<file path="src/cld_pkg.sv">
// Purpose: constants and types for the cassette load handshake controller
// Assumes: single 100 MHz clock, synchronous active-high reset
// Notes:   registers are reached over APB, one aligned 32-bit word each
//
// Behaviour
// rewind stops by itself at clear leader
// unlocked halt press halts run, panel halts
// host treats load plus present as load
// failed self-test lights fault, skips load; host model skips load, lights no fault
// passing self-test branches loader, keeps base
// no tape bytes before run goes active
// ready byte sets read request bit 12
// host shifts byte, then clears bit 12
// new byte while bit 12 set aborts
// clear-write-request bit 13 stops tape, idles
// local reset touches only this controller
// run active ignores all but halt switch
// byte presented on eight fixed-order bits first
package cld_pkg;

    localparam logic [7:0] CLD_OFF_CTRL   = 8'h00;
    localparam logic [7:0] CLD_OFF_STATUS = 8'h04;
    localparam logic [7:0] CLD_OFF_ISTAT  = 8'h08;
    localparam logic [7:0] CLD_OFF_IMASK  = 8'h0C;
    localparam logic [7:0] CLD_OFF_COUNT  = 8'h10;

    // control register bits (write one to act)
    localparam int CLD_CTRL_REWIND = 0;
    localparam int CLD_CTRL_LOAD   = 1;
    localparam int CLD_CTRL_FCLR   = 2;

    // event bits, shared by status-of-interrupt and mask registers
    localparam int CLD_EV_LEADER  = 0;
    localparam int CLD_EV_BYTE    = 1;
    localparam int CLD_EV_OVERRUN = 2;
    localparam int CLD_EV_EOF     = 3;
    localparam int CLD_EV_W       = 4;

    localparam logic [CLD_EV_W-1:0] CLD_IMASK_RST = 4'h0;
    localparam logic [15:0]         CLD_COUNT_RST = 16'h0000;
    localparam logic [7:0]          CLD_BYTE_RST  = 8'h00;

    typedef enum logic [2:0] {
        CLD_IDLE,
        CLD_REWIND,
        CLD_WAIT_RUN,
        CLD_STREAM,
        CLD_ABORT
    } cld_state_t;

    typedef struct packed {
        logic [7:0] data;
        logic       rdreq;
        logic       overrun;
        logic       taken;
    } cld_port_s_t;

    typedef struct packed {
        cld_state_t          st;
        logic                motor;
        logic                reverse;
        logic                halt_req;
        logic                load_req;
        logic                fault;
        logic                run_led;
        logic                halt_sw;
        logic                load_sw;
        logic                rew_sw;
        logic [CLD_EV_W-1:0] ist;
        logic [CLD_EV_W-1:0] imask;
        logic                irq;
        logic [15:0]         count;
        logic [31:0]         prdata;
        logic                pready;
        logic                pslverr;
    } cld_top_s_t;

endpackage

</file>
<file path="src/cld_byte_port.sv">
// Purpose: byte holding register and read request flag toward the host
// Assumes: load and clear are single-cycle pulses
// Notes:   a host clear in the same cycle as a new byte lets the byte in
`timescale 1ns/10ps
`default_nettype none
module cld_byte_port
    import cld_pkg::*;
(
    input  wire logic       clk,
    input  wire logic       rst,
    input  wire logic       load,
    input  wire logic [7:0] byte_in,
    input  wire logic       clr,
    output var  logic [7:0] data,
    output var  logic       rdreq,
    output var  logic       overrun,
    output var  logic       taken
);

    cld_port_s_t s_q;
    cld_port_s_t s_d;

    ////////////////////////////////////////////////////////////////////////
    always_comb begin
        s_d         = s_q;
        s_d.overrun = 1'b0;
        s_d.taken   = 1'b0;
        if (clr) begin
            // host clears request
            s_d.rdreq = 1'b0;
        end
        if (load) begin
            if (s_q.rdreq && !clr) begin
                // previous byte unread
                s_d.overrun = 1'b1;
            end else begin
                // byte on data bits
                s_d.data  = byte_in;
                // raise read request
                s_d.rdreq = 1'b1;
                s_d.taken = 1'b1;
            end
        end
    end

    always_ff @(posedge clk) begin
        if (rst) begin
            s_q <= '{data: CLD_BYTE_RST, rdreq: 1'b0, overrun: 1'b0, taken: 1'b0};
        end else begin
            s_q <= s_d;
        end
    end

    assign data    = s_q.data;
    assign rdreq   = s_q.rdreq;
    assign overrun = s_q.overrun;
    assign taken   = s_q.taken;

    ////////////////////////////////////////////////////////////////////////
    AST_BYTE_BEFORE_REQ: assert property (@(posedge clk) disable iff (rst)
        (load && (!rdreq || clr)) |=> (rdreq && data == $past(byte_in)))
        else $error("byte not presented with read request");

    AST_REQ_HOLDS: assert property (@(posedge clk) disable iff (rst)
        (rdreq && !clr) |=> rdreq)
        else $error("read request dropped without host clear");

    AST_OVERRUN_KEEPS: assert property (@(posedge clk) disable iff (rst)
        (load && rdreq && !clr) |=> (overrun && data == $past(data)))
        else $error("overrun not flagged or data overwritten");

endmodule
`default_nettype wire

</file>
<file path="src/cld_top.sv">
// Purpose: maintenance unit tape load controller with APB register access
// Assumes: panel, tape and host inputs are synchronous to CLK
// Notes:   APB answers with no wait states; PSLVERR on unmapped offsets
`timescale 1ns/10ps
`default_nettype none
module cld_top
    import cld_pkg::*;
(
    input  wire logic        CLK,
    input  wire logic        SYS_RST,
    input  wire logic        PSEL,
    input  wire logic        PENABLE,
    input  wire logic        PWRITE,
    input  wire logic [7:0]  PADDR,
    input  wire logic [31:0] PWDATA,
    output var  logic [31:0] PRDATA,
    output var  logic        PREADY,
    output var  logic        PSLVERR,
    input  wire logic [7:0]  TAPE_BYTE,
    input  wire logic        TAPE_VALID,
    input  wire logic        TAPE_LEADER,
    output var  logic        TAPE_MOTOR,
    output var  logic        TAPE_REVERSE,
    input  wire logic        REWIND_SW,
    input  wire logic        LOAD_SW,
    input  wire logic        HALT_SW,
    input  wire logic        KEY_UNLOCK,
    input  wire logic        RUN_N,
    output var  logic        RUN_LED,
    output var  logic        HALT_REQ,
    output var  logic        LOAD_REQ,
    output var  logic        FAULT_LED,
    output var  logic [7:0]  IF_DATA,
    output var  logic        IF_RDREQ,
    input  wire logic        HOST_CLR_RDREQ,
    input  wire logic        HOST_CLR_WRREQ,
    output var  logic        IRQ
);

    cld_top_s_t          s_q;
    cld_top_s_t          s_d;
    logic                run_act;
    logic                halt_press;
    logic                load_press;
    logic                rew_press;
    logic                setup_rd;
    logic                acc_wr;
    logic                acc_rd;
    logic                addr_ok;
    logic                byte_load;
    logic                eof;
    logic                overrun;
    logic                taken;
    logic [CLD_EV_W-1:0] ev;

    ////////////////////////////////////////////////////////////////////////
    // byte port toward the host
    cld_byte_port u_port (
        .clk     (CLK),
        .rst     (SYS_RST),
        .load    (byte_load),
        .byte_in (TAPE_BYTE),
        .clr     (HOST_CLR_RDREQ),
        .data    (IF_DATA),
        .rdreq   (IF_RDREQ),
        .overrun (overrun),
        .taken   (taken)
    );

    ////////////////////////////////////////////////////////////////////////
    // switch edges and bus decode
    always_comb begin
        run_act    = !RUN_N;
        halt_press = HALT_SW && !s_q.halt_sw && KEY_UNLOCK;
        load_press = LOAD_SW && !s_q.load_sw;
        rew_press  = REWIND_SW && !s_q.rew_sw;
        addr_ok    = (PADDR == CLD_OFF_CTRL) || (PADDR == CLD_OFF_STATUS) ||
                     (PADDR == CLD_OFF_ISTAT) || (PADDR == CLD_OFF_IMASK) ||
                     (PADDR == CLD_OFF_COUNT);
        setup_rd   = PSEL && !PENABLE && !PWRITE;
        acc_wr     = PSEL && PENABLE && PWRITE;
        acc_rd     = PSEL && PENABLE && !PWRITE;
        eof        = (s_q.st == CLD_STREAM) && HOST_CLR_WRREQ;
        // bytes only while streaming
        byte_load  = (s_q.st == CLD_STREAM) && TAPE_VALID && !HOST_CLR_WRREQ;
        ev         = '0;
        ev[CLD_EV_LEADER]  = (s_q.st == CLD_REWIND) && TAPE_LEADER;
        ev[CLD_EV_BYTE]    = taken;
        ev[CLD_EV_OVERRUN] = overrun;
        ev[CLD_EV_EOF]     = eof;
    end

    ////////////////////////////////////////////////////////////////////////
    // controller state
    always_comb begin
        s_d          = s_q;
        s_d.halt_sw  = HALT_SW;
        s_d.load_sw  = LOAD_SW;
        s_d.rew_sw   = REWIND_SW;
        s_d.run_led  = run_act;
        // unlocked halt press
        s_d.halt_req = run_act && halt_press;
        unique case (s_q.st)
            CLD_IDLE: begin
                // run active masks switches
                if (!run_act && (rew_press || (acc_wr && PADDR == CLD_OFF_CTRL &&
                                               PWDATA[CLD_CTRL_REWIND]))) begin
                    s_d.st      = CLD_REWIND;
                    s_d.motor   = 1'b1;
                    s_d.reverse = 1'b1;
                end else if (!run_act && (load_press || (acc_wr && PADDR == CLD_OFF_CTRL &&
                                                         PWDATA[CLD_CTRL_LOAD]))) begin
                    s_d.st       = CLD_WAIT_RUN;
                    s_d.load_req = 1'b1;
                    s_d.count    = CLD_COUNT_RST;
                end
            end
            CLD_REWIND: begin
                // stop at clear leader
                if (TAPE_LEADER) begin
                    s_d.st      = CLD_IDLE;
                    s_d.motor   = 1'b0;
                    s_d.reverse = 1'b0;
                end
            end
            CLD_WAIT_RUN: begin
                // wait for run
                if (run_act) begin
                    s_d.st       = CLD_STREAM;
                    s_d.load_req = 1'b0;
                    s_d.motor    = 1'b1;
                    s_d.reverse  = 1'b0;
                end
            end
            CLD_STREAM: begin
                if (taken) begin
                    s_d.count = s_q.count + 16'h0001;
                end
                if (eof) begin
                    // end of file stops tape
                    s_d.st    = CLD_IDLE;
                    s_d.motor = 1'b0;
                end else if (overrun) begin
                    // abort and fault
                    s_d.st    = CLD_ABORT;
                    s_d.motor = 1'b0;
                    s_d.fault = 1'b1;
                end
            end
            CLD_ABORT: begin
                if (acc_wr && PADDR == CLD_OFF_CTRL && PWDATA[CLD_CTRL_FCLR]) begin
                    s_d.st    = CLD_IDLE;
                    s_d.fault = 1'b0;
                end
            end
        endcase

        // bus slave, zero wait states
        s_d.pready  = 1'b1;
        s_d.pslverr = PSEL && !PENABLE && !addr_ok;
        if (acc_wr && PADDR == CLD_OFF_IMASK) begin
            s_d.imask = PWDATA[CLD_EV_W-1:0];
        end
        if (setup_rd) begin
            s_d.prdata = 32'h0000_0000;
            unique case (PADDR)
                CLD_OFF_STATUS: s_d.prdata[8:0] = {s_q.count[0], IF_RDREQ, run_act,
                                                   s_q.fault, s_q.motor, 1'b0, s_q.st};
                CLD_OFF_ISTAT:  s_d.prdata[CLD_EV_W-1:0] = s_q.ist;
                CLD_OFF_IMASK:  s_d.prdata[CLD_EV_W-1:0] = s_q.imask;
                CLD_OFF_COUNT:  s_d.prdata[15:0] = s_q.count;
                default:        s_d.prdata = 32'h0000_0000;
            endcase
        end
        // read clears only the bits returned; new events win
        s_d.ist = s_q.ist | ev;
        if (acc_rd && PADDR == CLD_OFF_ISTAT) begin
            s_d.ist = (s_q.ist & ~s_q.prdata[CLD_EV_W-1:0]) | ev;
        end
        s_d.irq = |(s_q.ist & s_q.imask);
    end

    // local reset only
    always_ff @(posedge CLK) begin
        if (SYS_RST) begin
            s_q       <= '0;
            s_q.st    <= CLD_IDLE;
            s_q.imask <= CLD_IMASK_RST;
            s_q.count <= CLD_COUNT_RST;
        end else begin
            s_q <= s_d;
        end
    end

    assign PRDATA       = s_q.prdata;
    assign PREADY       = s_q.pready;
    assign PSLVERR      = s_q.pslverr;
    assign TAPE_MOTOR   = s_q.motor;
    assign TAPE_REVERSE = s_q.reverse;
    assign RUN_LED      = s_q.run_led;
    assign HALT_REQ     = s_q.halt_req;
    assign LOAD_REQ     = s_q.load_req;
    assign FAULT_LED    = s_q.fault;
    assign IRQ          = s_q.irq;

    ////////////////////////////////////////////////////////////////////////
    AST_LEADER_STOP: assert property (@(posedge CLK) disable iff (SYS_RST)
        (s_q.st == CLD_REWIND && TAPE_LEADER) |=> (!TAPE_MOTOR && s_q.st == CLD_IDLE))
        else $error("rewind did not stop at leader");

    AST_HALT_PRESS: assert property (@(posedge CLK) disable iff (SYS_RST)
        (!RUN_N && KEY_UNLOCK && HALT_SW && !$past(HALT_SW)) |=> HALT_REQ)
        else $error("unlocked halt press not passed on");

    AST_NO_EARLY_BYTE: assert property (@(posedge CLK) disable iff (SYS_RST)
        (s_q.st != CLD_STREAM) |=> !taken)
        else $error("byte sent before run became active");

    AST_RUN_GO: assert property (@(posedge CLK) disable iff (SYS_RST)
        (s_q.st == CLD_WAIT_RUN && !RUN_N) |=> (s_q.st == CLD_STREAM && TAPE_MOTOR && !LOAD_REQ))
        else $error("stream did not start on run");

    AST_OVERRUN_ABORT: assert property (@(posedge CLK) disable iff (SYS_RST)
        overrun && s_q.st == CLD_STREAM && !HOST_CLR_WRREQ |=> (FAULT_LED && !TAPE_MOTOR))
        else $error("overrun did not abort load");

    AST_EOF_IDLE: assert property (@(posedge CLK) disable iff (SYS_RST)
        eof |=> (s_q.st == CLD_IDLE && !TAPE_MOTOR) ##1 !TAPE_MOTOR)
        else $error("clear write request did not stop tape");

    AST_LOCAL_RESET: assert property (@(posedge CLK)
        SYS_RST |=> (s_q.st == CLD_IDLE && !FAULT_LED && !HALT_REQ && !TAPE_MOTOR))
        else $error("local reset did not clear controller");

    AST_RUN_MASK: assert property (@(posedge CLK) disable iff (SYS_RST)
        (!RUN_N && s_q.st == CLD_IDLE) |=> !(s_q.st inside {CLD_REWIND, CLD_WAIT_RUN}))
        else $error("switch acted while run active");

endmodule
`default_nettype wire

</file>
<file path="config.mk">
export PLATFORM = sky130hd
export DESIGN_NAME = cld_top
export DESIGN_NICKNAME = d
export VERILOG_FILES = /design/src/cld_pkg.sv /design/src/cld_byte_port.sv /design/src/cld_top.sv
export SDC_FILE = /design/constraint.sdc
export NUM_CORES = 1
export LEC_CHECK = 0
export ABC_CLOCK_PERIOD_IN_PS = 1600
export BUFFER_PORTS_ARGS = -buffer_cell sky130_fd_sc_hd__buf_2
export CAP_MARGIN = 20
export CORE_ASPECT_RATIO = 1.4
export CORE_MARGIN = 2
export CORE_UTILIZATION = 45
export CTS_CLUSTER_DIAMETER = 30
export DETAILED_ROUTE_END_ITERATION = 7
export MAX_ROUTING_LAYER = met4
export PLACE_DENSITY = 0.76
export SLEW_MARGIN = 20
export SYNTH_ARGS = -nofsm -noshare
export SYNTH_HDL_FRONTEND = slang
export SYNTH_SLANG_ARGS = --single-unit
</file>
<file path="constraint.sdc">
create_clock -name CLK -period 1.6 [get_ports CLK]
set_input_delay 0.08 -clock CLK [delete_from_list [all_inputs] [get_ports CLK]]
set_output_delay 0.08 -clock CLK [all_outputs]
set_load 0.02 [all_outputs]
</file>
==> impl_metrics.tcl, run 1 <==
set metrics [dict create \
    yosysUniqueCellTypes 51 \
    die-width_microns 74.4 \
    tritoncts "yes" \
    clock_skew_ps 10.2 \
    num_rows 35 \
    drc 0 \
    p_per_area_mw_per_mm2 974 \
    worst_path_max_delay_cell "dlygate4sd3_1" \
    wl_mm 7.51 \
    reg2reg_depth 5 \
    largest_register_ffs 30 \
    synth_seq_cells 66 \
    synth_top_area_share 0.423 \
    min_path_cells 4 \
    ys_async_sr_fraction 0 \
    fin_crit_sh 0.935 \
    grt_pass1_wl_mm 12.3 \
    yosysTopAreaCell "dfxtp_1" \
    die_h_microns 103 \
    core_sq_mm 0.00666 \
    r2r_start "s_q[69]" \
    cp-start-kind "input pin" \
    syn_area_sq_mm 0.00312 \
    final_nets 519 \
    ant_nets 0 \
    critPathCaptureType "register" \
    worstPathMaxFanout 8 \
    synth_area_per_cell_sq_um 8.70 \
    top_register "s_q" \
    crit_chain "dlygate4sd3_1 > buf_2 > and2_1 > nand4_1 > nand3b_1 > buf_4 > o211ai_1 > a21oi_1" \
    yosys_warnings 0 \
    vias 2813 \
    hold_viol_final 0 \
    cts.sinks 66 \
    gp_congestion 0.884 \
    critPathArrivalTime_ps 1730 \
    top_layer_used "met4" \
    stdcell_count 553 \
    post_drt_wl_per_cell_microns 13.6 \
    design_area_sq_mm 0.00404 \
    finalCriticalPeriod_ps 1500 \
    ys_seq_area_frac 0.423 \
    grt_pass1_vias 2785 \
    wl_met1_mm 3.05 \
    status "finished clean" \
    placed_area_sq_mm 0.00357 \
    syn_inst 359 \
    grtUsageTotal 0.215 \
    cpLargestDelayFamily "buffers and inverters" \
    most-common-layout-cells "buf_2, dfxtp_1, nor2_1, nand2_1, buf_4" \
    min_to "PSLVERR" \
    worst_slack_ps 103 \
    ios 112 \
    synthTopCellsByArea "dfxtp_1, buf_4, nor2_1, nand2_1, a21oi_1" \
    seq_area_sq_mm 0.00133 \
    slew_violations 0 \
    place_ws_ps -88.2 \
    port_buffers 67 \
    antenna_found_initial 0 \
    critPathMaxStageDelay_ps 540 \
    min_from "PENABLE" \
    synth_edf_count 0 \
    setup_viol 0 \
    route.met3.wl_microns 325 \
    fill_cells 604 \
    timing.rr.end "s_q[39]" \
    crit_required_ps 1830 \
    cap_violations 0 \
    area_delta_synth_final_pct 29.2 \
    final_common_cell "buf_2" \
    route.met2.wl_mm 3.99 \
    grt_max_degree 19 \
    leakage_uw 0.00178 \
    dp.cells 517 \
    rrSetupSlack_ps 110 \
    start_util 0.469 \
    via_per_inst 5.09 \
    multiInputGateArea_sq_mm 0.00154 \
    drt_iter0_drc 110 \
    dieArea_sq_mm 0.00763 \
    synthFlopType "dfxtp_1" \
    ctsLongestPathBuffers 2 \
    crit_type "input pin to register" \
    drive_above_1_share 0.306 \
    grt.overflow.total 0 \
    h-tree-depth 3 \
    clkTransAtPathRegs_ps 70 \
    clk_latency_ps 360 \
    critPathBufInv 3 \
    drt_first_pass_iters 4 \
    whs_ps 23.9 \
    tritoncts.num_buffers 9 \
    irDropWorstVdd_uv 716 \
    cts-root-buf "clkbuf_8" \
    max_freq_mhz 668 \
    hold_class "input pin to register" \
    diodes 0 \
    dp_hpwl_mm 5.45 \
]
==> through the flow <==
step                 util  TNS, ps  power, uW
floorplan               -        0       2120
CTS                 0.600        0       3920
detailed placement  0.536     -469       2320
finish              0.607        0       3930
global placement    0.536     -124       2310
global route        0.607    -32.0       4090
==> worst max path at each step <==
stage | from | end | slack [ps] | depth (start not counted)
final | RUN_N | s_q[35] | 100 | 8
after global routing | s_q[68] | s_q[35] | -30 | 6
after CTS | s_q[68] | TAPE_MOTOR | 10 | 7
after detailed placement | s_q[69] | s_q[39] | -90 | 5
after global placement | s_q[69] | s_q[49] | -40 | 5
after floorplan | s_q[70] | s_q[69] | 20 | 5
==> logic make-up after synthesis <==
kind of cell / share of synthesized area
other: 0.00120
buffers and inverters: 0.111
and+or+nand+nor: 0.269
adders and majority gates: 0.00400
muxes: 0.0256
AOI/OAI and AO/OA: 0.127
DFF: 0.423
xor gates and xnor gates: 0.0392
==> power breakdown <==
part | internal, uW | switching (uW)
Sequential | 1700 | 55.3
Combinational | 284 | 316
Clock | 890 | 690
Total | 2870 | 1060
==> worst register-to-register path, cell delays in order (launching register included) <==
cell and delay (ps):
dfxtp_2 460, and4b_1 290, and3_2 300, nand4_1 130
xor2_1 160, nor2_1 50
==> layout make-up <==
cell class              instances  area share
multi-input cells             253       0.381
flip-flops and latches         66       0.329
repair buffers                121       0.201
clock buffers                   9      0.0307
well taps                      92      0.0285
clock inverters                 7      0.0248
inverters                       5     0.00465
==> Yosys cell counts (2+ instances only) <==
master	n
dfxtp_1	66
nor2_1	40
nand2_1	34
buf_4	33
a21oi_1	23
nand3_1	19
nor3_1	13
xor2_1	11
a221oi_1	8
clkbuf_1	8
mux2i_1	8
and3_1	7
buf_2	7
nand4_1	6
inv_1	5
nor2b_1	5
nor3b_1	5
a22o_1	4
a22oi_1	4
a31oi_1	4
and2_1	4
nand2b_1	4
o21ai_1	4
nand3b_1	3
xnor2_1	3
a311oi_1	2
nor4_2	2
o211ai_1	2
o21ai_0	2
or2_2	2
==> metal layers <==
layer  vias up  global-route usage
li1       1411                   -
met1      1305               0.229
met2        82               0.374
met3        15              0.0557
met4         0              0.0865
met5         -                   -
==> what timing repair did <==
action                     4_1_cts  5_1_grt
hold endpoints to repair        20        0
hold buffers                    19        0
setup buffers                    0        1
gates resized for setup          3        7
pin swaps                        0        5
setup endpoints to repair       16       23
(Power assumes the default switching activity.)
==> run 2, diff against run 1 <==
ABC_CLOCK_PERIOD_IN_PS = 1500   (was 1600)
CORE_UTILIZATION = 46   (was 45)
PLACE_DENSITY = 0.75   (was 0.76)
clock period = 1.5 ns   (was 1.6 ns; I/O delays follow)
==> run 2 against run 1 <==
Net effect:
- sequential share of layout area fell by 1.1 points
- core utilization is 3.2 points higher
- global-route usage up 0.53 points
- flip-flop and latch count unchanged
- die area down 2.1%
- combinational power is 19% higher
- register-to-register slack got worse by 97 ps
- cell count shrank 1.8%
- non-clock buffer count is 9 higher
- critical endpoint is now s_q[44]
- largest power group unchanged
==> impl_metrics.tcl, run 2 (synthesized netlist as in run 1, its figures left out) <==
set metrics [dict create \
    wl_mm 7.68 \
    cp-start-kind "register" \
    critPathCaptureType "register" \
    leakage_uw 0.00184 \
    diodes 0 \
    core_sq_mm 0.00657 \
    critPathBufInv 2 \
    hold_class "input pin to register" \
    grtUsageTotal 0.220 \
    worst_path_max_delay_cell "dfxtp_2" \
    ctsLongestPathBuffers 2 \
    clock_skew_ps 9.26 \
    clk_latency_ps 350 \
    critPathMaxStageDelay_ps 340 \
    finalCriticalPeriod_ps 1490 \
    most-common-layout-cells "buf_2, dfxtp_1, buf_4, nand2_1, nor2_1" \
    cap_violations 0 \
    dp.cells 507 \
    via_per_inst 5.27 \
    vias 2860 \
    status "finished clean" \
    antenna_found_initial 0 \
    die-width_microns 73.7 \
    crit_type "register to register" \
    drc 0 \
    drive_above_1_share 0.339 \
    drt_first_pass_iters 4 \
    critPathArrivalTime_ps 1730 \
    num_rows 35 \
    dieArea_sq_mm 0.00748 \
    utilization 0.638 \
    tritoncts.num_buffers 9 \
    ant_nets 0 \
    top_register "s_q" \
    hold_viol_final 0 \
    cpLargestDelayFamily "simple AND/OR/NAND/NOR gates" \
    max_freq_mhz 673 \
    start_util 0.476 \
    largest_register_ffs 30 \
    tritoncts "yes" \
    setup_viol 0 \
    post_drt_wl_per_cell_microns 14.1 \
    drt_iter0_drc 103 \
    irDropWorstVdd_uv 847 \
    grt.overflow.total 0 \
    fin_crit_sh 0.991 \
    final_common_cell "buf_2" \
    crit_required_ps 1750 \
    grt_pass1_wl_mm 12.3 \
    area_delta_synth_final_pct 34.2 \
    grt_pass1_vias 2696 \
    ios 112 \
    port_buffers 67 \
    rsz0062_at_grt "yes" \
    p_per_area_mw_per_mm2 1040 \
    grt_max_degree 22 \
    h-tree-depth 3 \
    dp_hpwl_mm 5.47 \
    gp_congestion 0.846 \
    worstPathMaxFanout 7 \
    cts-root-buf "clkbuf_8" \
    crit_chain "buf_6 > nor3_4 > nand3b_1 > o21ai_4 > clkbuf_16 > nor2_1" \
    cts.sinks 66 \
    die_h_microns 102 \
    final_nets 528 \
    stdcell_count 543 \
    clkTransAtPathRegs_ps 70 \
    slew_violations 0 \
]
[run 2: worst paths after layout]
path	startpoint	to	depth (start not counted)	slack (ps)
worst min-delay path	PENABLE	PSLVERR	4	40
worst min register to register	PRDATA[10]	PRDATA[10]	2	450
worst max register to register	s_q[70]	s_q[44]	6	10
worst max-delay path	s_q[70]	s_q[44]	6	10
[run 2: power by group]
group	internal, uW	switching [uW]	leakage, uW
Combinational	346	368	0.00119
Sequential	1810	53.4	0.000537
Clock	1100	679	0.000116
[run 2: timing repair]
item                                    CTS  global route
pin swaps                                 3            13
resized for setup                         3            29
endpoints found under the setup margin   20            30
endpoints found under the hold margin    21             0
buffers inserted                          0             3
hold buffers                             19             0
cloned                                    0             1
[run 2: cell type report]
cell class,instances,area (sq um)
clock inverter,5,104
fill,520,2370
clock buffer,10,128
inverter,5,18.8
multi-input combinational,253,1610
tap,74,92.6
sequential,66,1330
timing repair buffer,130,911
[run 2: worst register-to-register path: cells and delay by family, from the launching register on]
family,cells,cell delay (ps)
buffers and inverters,2,320
DFF,1,340
and+or+nand+nor,3,460
AOI/OAI and AO/OA,1,270
[run 2: routing by layer]
metal | up-vias | share of wire | global-route usage
met1 | 1320 | 0.40 | 0.243
met5 | - | 0 | -
met4 | 0 | 0.030 | 0.109
met2 | 98 | 0.52 | 0.378
met3 | 21 | 0.049 | 0.0338
li1 | 1421 | - | -
[run 2: through the flow]
step	hold slack, ps	TNS [ps]	setup WS [ps]	cell area, sq um	power, uW
after floorplan	147	0	0.846	3190	2260
after global routing	77.4	-963	-74.1	4190	4490
after global placement	298	-1230	-68.7	3620	2480
final	36.8	0	13.1	4190	4350
after detailed placement	303	-1790	-83.6	3620	2490
after CTS	15.1	0	6.95	4050	4280
==> run 3, diff against run 2 <==
ABC_CLOCK_PERIOD_IN_PS = 1330   (was 1500)
CORE_UTILIZATION = 45   (was 46)
PLACE_DENSITY = 0.76   (was 0.75)
clock period = 1.33 ns   (was 1.5 ns; I/O delays follow)
==> run 3 against run 2 <==
Net effect:
- the run now ends with setup timing left
- wire length increased by 8.5%
- worst setup slack got worse by 120 ps
- hold slack got worse by 23 ps
- fmax increased by 3.7%
- global-route usage rose by 1.4 points
- die area increased by 2.1%
- sequential share of layout area shrank 1.0 points
- critical path type unchanged
- sequential power grew 13%
==> impl_metrics.tcl, run 3 (synthesized netlist as in run 1, its figures left out) <==
set metrics [dict create \
    status "finished with violations" \
    violations "setup timing" \
    cts.sinks 66 \
    crit_required_ps 1580 \
    area_delta_synth_final_pct 39.1 \
    die_h_microns 103 \
    leakage_uw 0.00193 \
    finalCriticalPeriod_ps 1430 \
    setup_viol 20 \
    start_util 0.469 \
    drt_first_pass_iters 5 \
    ctsLongestPathBuffers 2 \
    tritoncts "yes" \
    hold_class "input pin to register" \
    drt_iter0_drc 165 \
    grtUsageTotal 0.234 \
    power_uw 5190 \
    slew_violations 0 \
    worst_slack_ps -103 \
    largest_register_ffs 30 \
    dieArea_sq_mm 0.00763 \
    core_sq_mm 0.00666 \
    vias 3005 \
    port_buffers 67 \
    p_per_area_mw_per_mm2 1190 \
    final_common_cell "buf_2" \
    critPathCaptureType "register" \
    grt.overflow.total 0 \
    num_rows 35 \
    clkTransAtPathRegs_ps 70 \
    critPathArrivalTime_ps 1680 \
    h-tree-depth 3 \
    gp_congestion 0.953 \
    top_register "s_q" \
    irDropWorstVdd_uv 825 \
    hold_viol_final 0 \
    via_per_inst 5.21 \
    tritoncts.num_buffers 9 \
    final_nets 543 \
    dp_hpwl_mm 6.13 \
    multiInputGateArea_sq_mm 0.00162 \
    die-width_microns 74.4 \
    antenna_found_initial 0 \
    ant_nets 0 \
    grt_pass1_vias 2956 \
    seq_area_sq_mm 0.00133 \
    crit_type "register to register" \
    ios 112 \
    fill_cells 554 \
    grt_pass1_wl_mm 13.3 \
    cp-start-kind "register" \
    post_drt_wl_per_cell_microns 14.4 \
    utilization 0.653 \
    wl_mm 8.34 \
    drive_above_1_share 0.369 \
    rsz0062_at_grt "yes" \
    cap_violations 0 \
    clock_skew_ps 4.65 \
    grt_max_degree 20 \
    clk_latency_ps 340 \
    most-common-layout-cells "buf_2, dfxtp_1, buf_4, nor2_1, nand2_1" \
    diodes 0 \
    worstPathMaxFanout 4 \
    cts-root-buf "clkbuf_8" \
    drc 0 \
    fin_crit_sh 1.08 \
    max_freq_mhz 698 \
]
==> run 3: cell count changes in the layout (fill, tap and decap cells not counted), sizes merged <==
cell	delta
bufinv	+1
dlymetal6s4s	-1
dlygate4sd3	-2
buf	+19
clkinv	-1
==> run 3: where the power goes <==
group          switching, uW  internal [uW]  total, uW
Clock                    752           1480       2240
Sequential              65.3           2040       2110
Combinational            432            410        842
Total                   1250           3940       5190
==> run 3: worst paths after layout <==
kind	slack, ps	end	cells past startpoint	startpoint
worst min register to register	450	PRDATA[13]	2	PRDATA[13]
worst max-delay path	-100	s_q[68]	4	s_q[70]
worst min-delay path	10	s_q[51]	3	PWDATA[0]
worst max register to register	-100	s_q[68]	4	s_q[70]
==> run 3: final cells by class <==
| class | instances | area share |
|---|---|---|
| Timing Repair Buffer | 145 | 0.228 |
| Clock buffer | 11 | 0.0325 |
| Multi-Input combinational cell | 253 | 0.373 |
| Sequential cell | 66 | 0.307 |
| Inverter | 5 | 0.00432 |
| Tap cell | 92 | 0.0265 |
| Clock inverter | 5 | 0.0288 |
==> run 3: timing repair <==
| action | CTS | global route |
|---|---|---|
| cloned | 1 | 0 |
| hold buffers | 16 | 0 |
| setup endpoints to repair | 32 | 31 |
| hold endpoints to repair | 16 | 0 |
| pin swaps | 7 | 8 |
| resized for setup | 22 | 16 |
| buffers inserted | 2 | 2 |
==> run 3: routing by layer <==
metal,share of wire,up-vias,global-route usage
li1,-,1444,-
met1,0.39,1428,0.252
met2,0.54,110,0.411
met3,0.051,23,0.0450
met4,0.025,0,0.106
met5,0,-,-
==> run 3: through the flow <==
stage	setup WS [ps]	cells	area, sq um	hold WS (ps)	TNS [ps]
global placement	-228	542	3760	293	-4900
floorplan	-169	374	3190	139	-1230
global route	-185	577	4350	29.8	-3030
CTS	-142	576	4270	3.38	-902
detailed placement	-247	542	3760	304	-6770
finish	-103	577	4350	13.7	-711
==> run 3: critical path: stages, from the launching register on <==
cell,delay (ps)
dfxtp_4,360
nand3b_4,160
o32a_1,320
a311o_1,310
a221oi_2,190
